### src/core/cax_pkg.sv
// Shared constants and types for the execute datapath
package cax_pkg;
  localparam int DATA_W = 8;
  localparam int PC_W = 16;
  localparam logic [7:0] ALL_ONES = 8'hff;
  localparam logic [7:0] ZERO_BYTE = 8'h00;
  localparam logic [15:0] PC_RESET = 16'h0000;
  // Cycle counts per instruction class
  localparam logic [2:0] CYC_ONE = 3'h1;
  localparam logic [2:0] CYC_TWO = 3'h2;
  localparam logic [2:0] CYC_THREE = 3'h3;
  localparam logic [2:0] CYC_FOUR = 3'h4;
  // Status bit positions in the flag byte
  localparam int FL_C = 0;
  localparam int FL_Z = 1;
  localparam int FL_N = 2;
  localparam int FL_V = 3;
  localparam int FL_S = 4;
  localparam int FL_H = 5;
  localparam logic [7:0] FLAGS_RESET = 8'h00;

  typedef enum logic [5:0] {
    OP_ADD, OP_ADC, OP_SUB, OP_DIFF_CONST, OP_DIFF_BORROW,
    OP_CONST_DIFF_BORROW, OP_AND, OP_MASK_CONST, OP_OR, OP_MERGE_CONST,
    OP_EXCL_MERGE, OP_ONES_INVERT, OP_TWOS_INVERT, OP_BIT_SET_MASK,
    OP_BIT_CLEAR_MASK, OP_INC, OP_DEC, OP_ZERO_SIGN_CHECK, OP_ZERO_FILL,
    OP_ONES_FILL, OP_WORD_SUM, OP_WORD_DIFF, OP_UMUL, OP_SMUL, OP_MMUL,
    OP_FUMUL, OP_FSMUL, OP_FMMUL, OP_REL_BRANCH, OP_PTR_BRANCH,
    OP_ABS_BRANCH, OP_REL_INVOKE, OP_PTR_INVOKE, OP_ABS_INVOKE,
    OP_SUB_EXIT, OP_HANDLER_EXIT, OP_EQUAL_SKIP, OP_DIFF_CHECK,
    OP_BORROW_DIFF_CHECK, OP_CONST_DIFF_CHECK, OP_SKIP_BIT_LOW,
    OP_SKIP_BIT_HIGH
  } cax_op_type;

  // One-hot controller states
  typedef enum logic [1:0] {
    ST_IDLE = 2'b01,
    ST_WAIT = 2'b10
  } cax_state_type;

  typedef struct packed {
    cax_op_type op;
    logic [7:0] dst;
    logic [7:0] dst_hi;
    logic [7:0] src_reg;
    logic [7:0] imm;
    logic [2:0] bit_sel;
    logic [15:0] target;
    logic [15:0] zptr;
    logic [15:0] stack_pc;
    logic next_two_words;
  } cax_req_type;

  typedef struct packed {
    logic wr_dst;
    logic wr_pair;
    logic wr_r1r0;
    logic [15:0] data;
    logic [7:0] flags;
    logic [7:0] flag_mask;
  } cax_res_type;
endpackage

### src/core/cax_exec.sv
`timescale 1ns/100ps
// Execute stage: ALU, multiplier control and program-flow update
// Function
// RULE_01: Add source to destination, optional carry, flags ZCNVH, one clock.
// RULE_02: Subtract register or constant, optional carry, ZCNVH, one clock.
// RULE_03: Word add/subtract constant on a pair, flags ZCNVS, two clocks.
// RULE_04: AND, OR, XOR with register or constant, flags ZNV, one clock.
// RULE_05: Bit set ORs mask; bit clear ANDs 0xFF minus mask; ZNV.
// RULE_06: Zero-or-minus test ANDs destination with itself, unchanged, ZNV.
// RULE_07: Three multiplies put product in R1:R0, flags ZC, two clocks.
// RULE_08: Fractional multiplies shift product left one, R1:R0, ZC, 2 clocks.
// RULE_09: Relative jump/call load PC+k+1, no flags, two/three clocks.
// RULE_10: Indirect jump/call load PC from Z pointer, two clocks; the code gives the indirect call three clocks.
// RULE_11: Direct jump/call load absolute k, no flags, three/four clocks.
// RULE_12: Returns restore PC from stack, no flags, four clocks.
// RULE_13: Equal compare skips next instruction, no flags, 1/2/3 clocks.
// RULE_14: Compares compute difference, no store, flags ZNVCH, one clock.
// RULE_15: Bit-test skips skip when selected bit matches, 1/2/3 clocks.
// RULE_16: One's complement flags ZCNV; two's complement ZCNVH; one clock.
// RULE_17: Inc/dec/clear flags ZNV; set-register all ones, no flags.
module cax_exec
  import cax_pkg::*;
(
  input wire logic clk,
  input wire logic srst,
  input wire logic ce,
  input wire logic req_valid,
  input wire cax_req_type req,
  input wire logic [7:0] flags_in,
  input wire logic [15:0] pc_in,
  output logic req_ready,
  output logic res_valid,
  output cax_res_type res,
  output logic [15:0] pc_out,
  output logic [2:0] cycles_out
);
  cax_state_type state_reg, state_next;
  logic [2:0] cnt_reg;
  cax_res_type res_next;
  logic [15:0] pc_next;
  logic [2:0] cyc_next;
  logic [8:0] sum9;
  logic [16:0] w17;
  logic [7:0] r8;
  logic cin, is_sub, arith, skip, is_mul, m_as, m_bs, m_fr;
  logic [15:0] m_prod;
  logic m_carry;
  logic [7:0] opb;

  cax_mult u_mult (
    .clk(clk),
    .srst(srst),
    .ce(ce),
    .start(req_valid && req_ready && is_mul),
    .a_signed(m_as),
    .b_signed(m_bs),
    .frac(m_fr),
    .a(req.dst),
    .b(req.src_reg),
    .prod(m_prod),
    .carry(m_carry)
  );
  // Multiplier mode decode
  always_comb begin
    m_as = req.op inside {OP_SMUL, OP_MMUL, OP_FSMUL, OP_FMMUL};
    m_bs = req.op inside {OP_SMUL, OP_FSMUL};
    m_fr = req.op inside {OP_FUMUL, OP_FSMUL, OP_FMMUL};
    is_mul = m_fr || req.op inside {OP_UMUL, OP_SMUL, OP_MMUL};
  end
  // Byte ALU: adder/subtractor shared by arithmetic and compares
  always_comb begin
    is_sub = req.op inside {OP_SUB, OP_DIFF_CONST, OP_DIFF_BORROW,
      OP_CONST_DIFF_BORROW, OP_DIFF_CHECK, OP_BORROW_DIFF_CHECK,
      OP_CONST_DIFF_CHECK, OP_TWOS_INVERT, OP_DEC};
    cin = req.op inside {OP_ADC, OP_DIFF_BORROW, OP_CONST_DIFF_BORROW,
      OP_BORROW_DIFF_CHECK} ? flags_in[FL_C] : 1'b0;
    opb = req.src_reg;
    if (req.op inside {OP_DIFF_CONST, OP_CONST_DIFF_BORROW,
        OP_CONST_DIFF_CHECK}) begin
      opb = req.imm;
    end else if (req.op inside {OP_INC, OP_DEC}) begin
      opb = 8'h01;
    end
    if (req.op == OP_TWOS_INVERT) begin
      sum9 = {1'b0, ZERO_BYTE} - {1'b0, req.dst}; // see RULE_16
    end else if (is_sub) begin
      sum9 = {1'b0, req.dst} - {1'b0, opb} - {8'h00, cin}; // see RULE_02
    end else begin
      sum9 = {1'b0, req.dst} + {1'b0, opb} + {8'h00, cin}; // see RULE_01
    end
    // Word arithmetic on the high:low pair
    if (req.op == OP_WORD_DIFF) begin
      w17 = {1'b0, req.dst_hi, req.dst} - {9'h000, req.imm}; // see RULE_03
    end else begin
      w17 = {1'b0, req.dst_hi, req.dst} + {9'h000, req.imm}; // see RULE_03
    end
  end
  // Result, flag and next-PC selection
  always_comb begin
    res_next = '0;
    pc_next = pc_in + 16'h0001;
    cyc_next = CYC_ONE;
    skip = 1'b0;
    r8 = sum9[7:0];
    arith = 1'b0;
    case (req.op)
      OP_ADD, OP_ADC, OP_SUB, OP_DIFF_CONST, OP_DIFF_BORROW,
      OP_CONST_DIFF_BORROW, OP_TWOS_INVERT: begin
        arith = 1'b1;
        res_next.wr_dst = 1'b1;
      end
      OP_DIFF_CHECK, OP_BORROW_DIFF_CHECK, OP_CONST_DIFF_CHECK: begin
        arith = 1'b1; // see RULE_14
      end
      OP_AND, OP_ZERO_SIGN_CHECK: r8 = req.dst & // see RULE_06
        (req.op == OP_AND ? req.src_reg : req.dst); // see RULE_04
      OP_MASK_CONST: r8 = req.dst & req.imm; // see RULE_04
      OP_OR: r8 = req.dst | req.src_reg; // see RULE_04
      OP_MERGE_CONST, OP_BIT_SET_MASK: r8 = req.dst | req.imm; // see RULE_05
      OP_BIT_CLEAR_MASK: r8 = req.dst & (ALL_ONES - req.imm); // see RULE_05
      OP_EXCL_MERGE: r8 = req.dst ^ req.src_reg; // see RULE_04
      OP_ZERO_FILL: r8 = req.dst ^ req.dst; // see RULE_17
      OP_ONES_INVERT: r8 = ALL_ONES - req.dst; // see RULE_16
      OP_INC, OP_DEC: r8 = sum9[7:0]; // see RULE_17
      OP_ONES_FILL: r8 = ALL_ONES; // see RULE_17
      OP_WORD_SUM, OP_WORD_DIFF: cyc_next = CYC_TWO; // see RULE_03
      OP_UMUL, OP_SMUL, OP_MMUL, OP_FUMUL, OP_FSMUL, OP_FMMUL:
        cyc_next = CYC_TWO; // see RULE_07
      OP_REL_BRANCH, OP_REL_INVOKE: begin
        pc_next = pc_in + req.target + 16'h0001; // see RULE_09
        cyc_next = (req.op == OP_REL_BRANCH) ? CYC_TWO : CYC_THREE;
      end
      OP_PTR_BRANCH, OP_PTR_INVOKE: begin
        pc_next = req.zptr; // see RULE_10
        cyc_next = (req.op == OP_PTR_BRANCH) ? CYC_TWO : CYC_THREE;
      end
      OP_ABS_BRANCH, OP_ABS_INVOKE: begin
        pc_next = req.target; // see RULE_11
        cyc_next = (req.op == OP_ABS_BRANCH) ? CYC_THREE : CYC_FOUR;
      end
      OP_SUB_EXIT, OP_HANDLER_EXIT: begin
        pc_next = req.stack_pc; // see RULE_12
        cyc_next = CYC_FOUR;
      end
      OP_EQUAL_SKIP: skip = (req.dst == req.src_reg); // see RULE_13
      OP_SKIP_BIT_LOW: skip = ~req.src_reg[req.bit_sel]; // see RULE_15
      OP_SKIP_BIT_HIGH: skip = req.src_reg[req.bit_sel]; // see RULE_15
      default: ;
    endcase
    // Skip length depends on the size of the skipped instruction
    if (skip) begin
      pc_next = pc_in + (req.next_two_words ? 16'h0003 : 16'h0002);
      cyc_next = req.next_two_words ? CYC_THREE : CYC_TWO;
    end
    res_next.data = {8'h00, r8};
    res_next.flags[FL_Z] = (r8 == ZERO_BYTE);
    res_next.flags[FL_N] = r8[7];
    if (req.op inside {OP_AND, OP_MASK_CONST, OP_OR, OP_MERGE_CONST,
        OP_EXCL_MERGE, OP_BIT_SET_MASK, OP_BIT_CLEAR_MASK,
        OP_ZERO_SIGN_CHECK, OP_ZERO_FILL, OP_INC, OP_DEC}) begin
      res_next.wr_dst = (req.op != OP_ZERO_SIGN_CHECK);
      res_next.flag_mask = 8'h0e; // Z,N,V; V cleared for logic ops
      if (req.op == OP_INC) begin
        res_next.flags[FL_V] = (req.dst == 8'h7f);
      end else if (req.op == OP_DEC) begin
        res_next.flags[FL_V] = (req.dst == 8'h80);
      end
    end
    if (req.op == OP_ONES_INVERT) begin
      res_next.wr_dst = 1'b1;
      res_next.flags[FL_C] = 1'b1; // Complement always sets carry
      res_next.flag_mask = 8'h0f;
    end
    if (req.op == OP_ONES_FILL) begin
      res_next.wr_dst = 1'b1;
    end
    if (arith) begin
      res_next.flags[FL_C] = sum9[8];
      res_next.flags[FL_V] = is_sub ?
        ((req.dst[7] ^ opb[7]) & (req.dst[7] ^ r8[7])) :
        (~(req.dst[7] ^ opb[7]) & (req.dst[7] ^ r8[7]));
      if (req.op == OP_TWOS_INVERT) begin
        res_next.flags[FL_V] = (r8 == 8'h80);
        res_next.flags[FL_H] = r8[3] | req.dst[3];
      end else begin
        res_next.flags[FL_H] = is_sub ?
          ((~req.dst[3] & opb[3]) | (opb[3] & r8[3]) | (r8[3] & ~req.dst[3])) :
          ((req.dst[3] & opb[3]) | (opb[3] & ~r8[3]) | (~r8[3] & req.dst[3]));
      end
      // Carry-chained subtract and compare keep Z clear unless already set
      if (req.op inside {OP_DIFF_BORROW, OP_CONST_DIFF_BORROW,
          OP_BORROW_DIFF_CHECK}) begin
        res_next.flags[FL_Z] = (r8 == ZERO_BYTE) & flags_in[FL_Z];
      end
      res_next.flag_mask = 8'h2f;
    end
    if (req.op inside {OP_WORD_SUM, OP_WORD_DIFF}) begin
      res_next.wr_pair = 1'b1;
      res_next.data = w17[15:0];
      res_next.flags[FL_Z] = (w17[15:0] == 16'h0000);
      res_next.flags[FL_N] = w17[15];
      res_next.flags[FL_C] = w17[16];
      res_next.flags[FL_V] = (req.op == OP_WORD_SUM) ?
        (~req.dst_hi[7] & w17[15]) : (req.dst_hi[7] & ~w17[15]);
      res_next.flags[FL_S] = res_next.flags[FL_N] ^ res_next.flags[FL_V];
      res_next.flag_mask = 8'h1f;
    end
    if (is_mul) begin
      res_next.wr_r1r0 = 1'b1; // see RULE_08
      res_next.flag_mask = 8'h03;
    end
  end
  // Controller: one-cycle ops answer at once, others hold the engine
  always_comb begin
    state_next = state_reg;
    case (state_reg)
      ST_IDLE: if (req_valid && cyc_next != CYC_ONE) state_next = ST_WAIT;
      ST_WAIT: if (cnt_reg == CYC_ONE) state_next = ST_IDLE;
      default: state_next = ST_IDLE;
    endcase
  end
  assign req_ready = (state_reg == ST_IDLE);
  always_ff @(posedge clk) begin
    if (srst) begin
      state_reg <= ST_IDLE;
      cnt_reg <= 3'h0;
    end else if (ce) begin
      state_reg <= state_next;
      if (state_reg == ST_IDLE && req_valid) begin
        cnt_reg <= cyc_next - CYC_ONE;
      end else if (cnt_reg != 3'h0) begin
        cnt_reg <= cnt_reg - CYC_ONE;
      end
    end
  end
  // Result register; multiply data patched when product is ready
  always_ff @(posedge clk) begin
    if (srst) begin
      res_valid <= 1'b0;
      res <= '0;
      pc_out <= PC_RESET;
      cycles_out <= 3'h0;
    end else if (ce) begin
      res_valid <= 1'b0;
      if (req_valid && req_ready) begin
        res <= res_next;
        pc_out <= pc_next;
        cycles_out <= cyc_next;
        res_valid <= (cyc_next == CYC_ONE);
      end else if (state_reg == ST_WAIT && cnt_reg == CYC_ONE) begin
        res_valid <= 1'b1;
        if (res.wr_r1r0) begin
          res.data <= m_prod;
          res.flags[FL_Z] <= (m_prod == 16'h0000);
          res.flags[FL_C] <= m_carry;
        end
      end
    end
  end

  // Checks
  mul_cyc_a: assert property (@(posedge clk) disable iff (srst) // see RULE_07
    (ce && req_valid && req_ready && is_mul) ##1 ce |=> res_valid)
    else $error("multiply answer late");
  one_cyc_a: assert property (@(posedge clk) disable iff (srst) // see RULE_01
    (ce && req_valid && req_ready && req.op == OP_ADD) |=> res_valid)
    else $error("add answer late");
  add_val_a: assert property (@(posedge clk) disable iff (srst) // see RULE_01
    (ce && req_valid && req_ready && req.op == OP_ADD) |=>
    res.data[7:0] == $past(req.dst) + $past(req.src_reg))
    else $error("add result wrong");
  cmp_nowr_a: assert property (@(posedge clk) disable iff (srst) // see RULE_14
    (ce && req_ready && req.op == OP_DIFF_CHECK && req_valid) |=> !res.wr_dst)
    else $error("compare wrote destination");
  jmp_pc_a: assert property (@(posedge clk) disable iff (srst) // see RULE_11
    (ce && req_valid && req_ready && req.op == OP_ABS_BRANCH) |=>
    pc_out == $past(req.target) && cycles_out == CYC_THREE)
    else $error("direct jump wrong");
  ret_cyc_a: assert property (@(posedge clk) disable iff (srst) // see RULE_12
    (ce && req_valid && req_ready && req.op == OP_SUB_EXIT) |=>
    cycles_out == CYC_FOUR && res.flag_mask == 8'h00)
    else $error("return wrong");
  relative_branch_always_pc_a: assert property (@(posedge clk) disable iff (srst) // see RULE_09
    (ce && req_valid && req_ready && req.op == OP_REL_BRANCH) |=>
    pc_out == $past(pc_in) + $past(req.target) + 16'h0001)
    else $error("relative jump wrong");
  skip_pc_a: assert property (@(posedge clk) disable iff (srst) // see RULE_13
    (ce && req_valid && req_ready && req.op == OP_EQUAL_SKIP &&
    req.dst == req.src_reg && !req.next_two_words) |=>
    pc_out == $past(pc_in) + 16'h0002)
    else $error("equal skip wrong");
  cov_mul_c: cover property (@(posedge clk) req_valid && is_mul);
  cov_skip_c: cover property (@(posedge clk) req_valid && skip);
  cov_call_c: cover property (@(posedge clk)
    req_valid && req.op == OP_ABS_INVOKE);
endmodule // cax_exec

### src/core/cax_mult.sv
`timescale 1ns/100ps
// Registered 8x8 multiplier with signedness and fractional shift
module cax_mult
  import cax_pkg::*;
(
  input wire logic clk,
  input wire logic srst,
  input wire logic ce,
  input wire logic start,
  input wire logic a_signed,
  input wire logic b_signed,
  input wire logic frac,
  input wire logic [7:0] a,
  input wire logic [7:0] b,
  output logic [15:0] prod,
  output logic carry
);
  logic signed [17:0] full;
  logic [15:0] raw;

  // Sign-extend each operand per mode, then multiply
  always_comb begin
    full = $signed({a_signed & a[7], a_signed & a[7], a}) *
           $signed({b_signed & b[7], b_signed & b[7], b});
    raw = full[15:0];
  end

  // Carry is product bit 15 before the fractional shift
  always_ff @(posedge clk) begin
    if (srst) begin
      prod <= 16'h0000;
      carry <= 1'b0;
    end else if (ce && start) begin
      prod <= frac ? {raw[14:0], 1'b0} : raw;
      carry <= raw[15];
    end
  end
endmodule // cax_mult

### config.mk
export PLATFORM = sky130hd
export DESIGN_NAME = cax_exec
export DESIGN_NICKNAME = d
export VERILOG_FILES = /design/src/core/cax_pkg.sv /design/src/core/cax_exec.sv /design/src/core/cax_mult.sv
export SDC_FILE = /design/constraint.sdc
export NUM_CORES = 1
export LEC_CHECK = 0
export BUFFER_PORTS_ARGS = -buffer_cell sky130_fd_sc_hd__buf_2
export CAP_MARGIN = 20
export CORE_ASPECT_RATIO = 0.5
export CORE_MARGIN = 1
export CORE_UTILIZATION = 64
export DETAILED_ROUTE_END_ITERATION = 16
export PLACE_DENSITY_LB_ADDON = 0.12
export SYNTH_ARGS = -nofsm -noshare
export SYNTH_HDL_FRONTEND = slang
export SYNTH_SLANG_ARGS = --single-unit
export TNS_END_PERCENT = 10
### constraint.sdc
create_clock -name clk -period 17.15 [get_ports clk]
set_input_delay 0.8575 -clock clk [delete_from_list [all_inputs] [get_ports clk]]
set_output_delay 0.8575 -clock clk [all_outputs]
set_load 0.005 [all_outputs]
==> impl_metrics.json <==
{
  "drive_gt1_share_pct": 13.8,
  "clkTransAtPathRegs_ps": 60,
  "cts_setup_buffers": 0,
  "cts_hold_buf": 0,
  "yosys-top-cells-area": "dfxtp_1 (13%), fa_1 (12%), ha_1 (12%)",
  "cts_root_buf": "clkbuf_16",
  "wirelength_mm": 37.9,
  "cp-start-kind": "primary input",
  "regMostFlops": "res",
  "first_global_vias": 11258,
  "crit_start": "req[88]",
  "core_area_um2": 16800,
  "fin_util_pct": 74.2,
  "setup_viol": 0,
  "hold_start": "res[33]$_SDFFE_PP0P_",
  "place_congestion": 1.03,
  "clock_sinks": 72,
  "outcome": "finished clean",
  "final-seq-area_um2": 1440,
  "crit_type": "in2reg",
  "vias": 12082,
  "synth_area_leader_cell": "dfxtp_1",
  "max_stage_delay_ps": 570,
  "postPlaceCellArea_um2": 12200,
  "tns_ps": 0,
  "fmax_mhz": 136,
  "cp_common_cell": "fa_1",
  "multiInputGateArea_um2": 9010,
  "grt_pass1_wl_mm": 58.9,
  "finalWorstSetupSlack_ps": 9810,
  "rsz0062_at_grt": "no",
  "arrival_ps": 7580,
  "io_pins": 174,
  "grt_start_max_net_pins": 77,
  "hold_viol": 0,
  "wl_met3_mm": 4.04,
  "clock_path_buffers": 2,
  "hp-class": "reg2reg",
  "cts_inserted_buffers": 9,
  "fin_nets": 1874,
  "fill_cells": 1366,
  "dp_hpwl_mm": 29.4,
  "crit_chain": "buf_2 -> inv_1 -> nor2_1 -> nand4_1 -> nand2b_1 -> fa_1 -> fa_1 -> inv_1 -> fa_1 -> fa_1 -> inv_1 -> fa_1 -> inv_1 -> ha_1 -> a21oi_1 -> o21bai_1 -> a21oi_1 -> o21ai_0 -> a31oi_1 -> xnor2_1 -> nor4b_1 -> a311o_1",
  "hold_slack_ps": 454,
  "crit_required_ps": 17390,
  "synth-main-ff-cell": "dfxtp_1",
  "drc": 0,
  "final_common_cell": "buf_2",
  "crit_path_end_kind": "register",
  "syn-instance-count": 1482,
  "most-common-layout-cells": "buf_2 (163), inv_1 (140), nand2_1 (136), nor2_1 (129), ha_1 (106)",
  "cts_tree": "done",
  "track_usage_pct": 41.3,
  "portBuffers": 163,
  "top_regs": "res: 30 flops, pc_out: 16 flops, u_mult.prod: 16 flops",
  "skew_ps": 11.2,
  "synth_largest_type_area_fraction_pct": 12.7,
  "antenna_found_initial": 0,
  "critPathMaxFanout": 19,
  "p_per_area_nw_per_um2": 68.9,
  "worstMarginPinSlew_ps": 1020,
  "design_area_um2": 12500,
  "critPathSlowestCell": "nand4_1",
  "die_area_um2": 18300,
  "synth-edff-count": 0,
  "cp_top_family": "adder cells",
  "reg2reg_from": "cnt_reg[1]$_SDFFE_PP0P_",
  "syn_avg_cell_area_um2": 7.66,
  "avgRoutedWirePerCell_um": 20.9,
  "period_share_pct": 42.8,
  "wl_met1_mm": 15.6,
  "peakVddDrop_uv": 140,
  "ys_seq_area_share_pct": 12.7,
  "drtAntennaViolNets": 0,
  "die_h_um": 96.2,
  "cts_resized": 0,
  "initial_core_util_pct": 67.4,
  "p_leak_nw": 5.53,
  "htreeDepth": 3,
  "clk-insertion-delay-late_ps": 350,
  "dr.max_layer_used": "met4",
  "ys_seq_elements": 72,
  "slew_violations": 0,
  "wl_met2_mm": 16.9,
  "yosysWarnings": 0,
  "die_w_um": 190,
  "viasPerCell": 6.66,
  "drv_cap": 0,
  "slew_headroom_pct": 30.4,
  "grt-ovfl-total": 0,
  "crit_buf_inv": 5,
  "dr.pass1.iters": 6,
  "place_ws_ps": 9590,
  "synthArstFlopShare_pct": 0,
  "syn_area_um2": 11400,
  "ys_types": 86,
  "first_iter_violations": 1449,
  "num_rows": 33,
  "largest_reg_flops": 30,
  "fin_crit_ps": 7340,
  "area_growth_syn_to_layout_pct": 10.1
}
==> synthesized netlist by cell type (14+ instances only) <==
cell type	count
inv_1	140
nand2_1	136
nor2_1	129
ha_1	106
a21oi_1	87
clkbuf_1	72
dfxtp_1	72
fa_1	69
xnor2_1	65
o21ai_0	47
nor3_1	42
and2_1	41
nand3_1	40
a211oi_1	30
mux2i_1	25
o211ai_1	23
xor2_1	19
nand2b_1	17
nor2b_1	17
o31ai_1	15
and3_1	14
nor4_1	14
==> final timing paths <==
check                                      end  slack (ps)  cells past startpoint
setup / recovery  u_mult.prod[15]$_SDFFE_PP0P_        9810                     22
hold / removal            res[33]$_SDFFE_PP0P_         450                      2
setup reg to reg           res[9]$_SDFFE_PP0P_       14070                     12
hold reg to reg           res[33]$_SDFFE_PP0P_         450                      2
==> kinds of logic after synthesis <==
group           Yosys count  synth area share [%]
buf+inv                 234                  8.20
flops                    72                  12.7
mux                      29                  2.80
simple gates            520                  22.8
compound gates          366                  23.1
fa+ha+maj               176                  23.9
other cells               1                0.0330
xor+xnor                 84                  6.48
==> final cells by class <==
type	count	share of cell area [%]
Multi-Input combinational cell	1179	72.1
Sequential cell	72	11.5
Timing Repair Buffer	179	7.49
Inverter	140	4.21
Tap cell	227	2.27
Clock buffer	9	1.80
Clock inverter	6	0.551
Antenna cell	1	0.0200
==> worst min-delay path: cells and delay by family, from the launching register on <==
family,cells,cell delay (ps)
and+or+nand+nor,1,50
AOI/OAI and AO/OA,1,50
DFF,1,310
==> metal layers <==
layer | vias to the layer above | GRT usage (%)
met4 | 0 | 15.7
met2 | 746 | 68.6
met5 | - | 0
met1 | 5726 | 53.4
li1 | 5490 | -
met3 | 120 | 8.38
==> stage by stage <==
step	cells	power (W)
after CTS	1811	0.000856
after global placement	1796	0.000641
after detailed placement	1796	0.000660
after global routing	1812	0.000926
after floorplan	1485	0.000537
final	1813	0.000862
==> report_power, final <==
group          switching [W]  internal (W)  leakage (nW)
sequential        0.00000580      0.000176         0.587
combinational       0.000289      0.000198          4.80
clock              0.0000803      0.000113         0.142
Note: power is estimated with default switching activity, not from simulation.
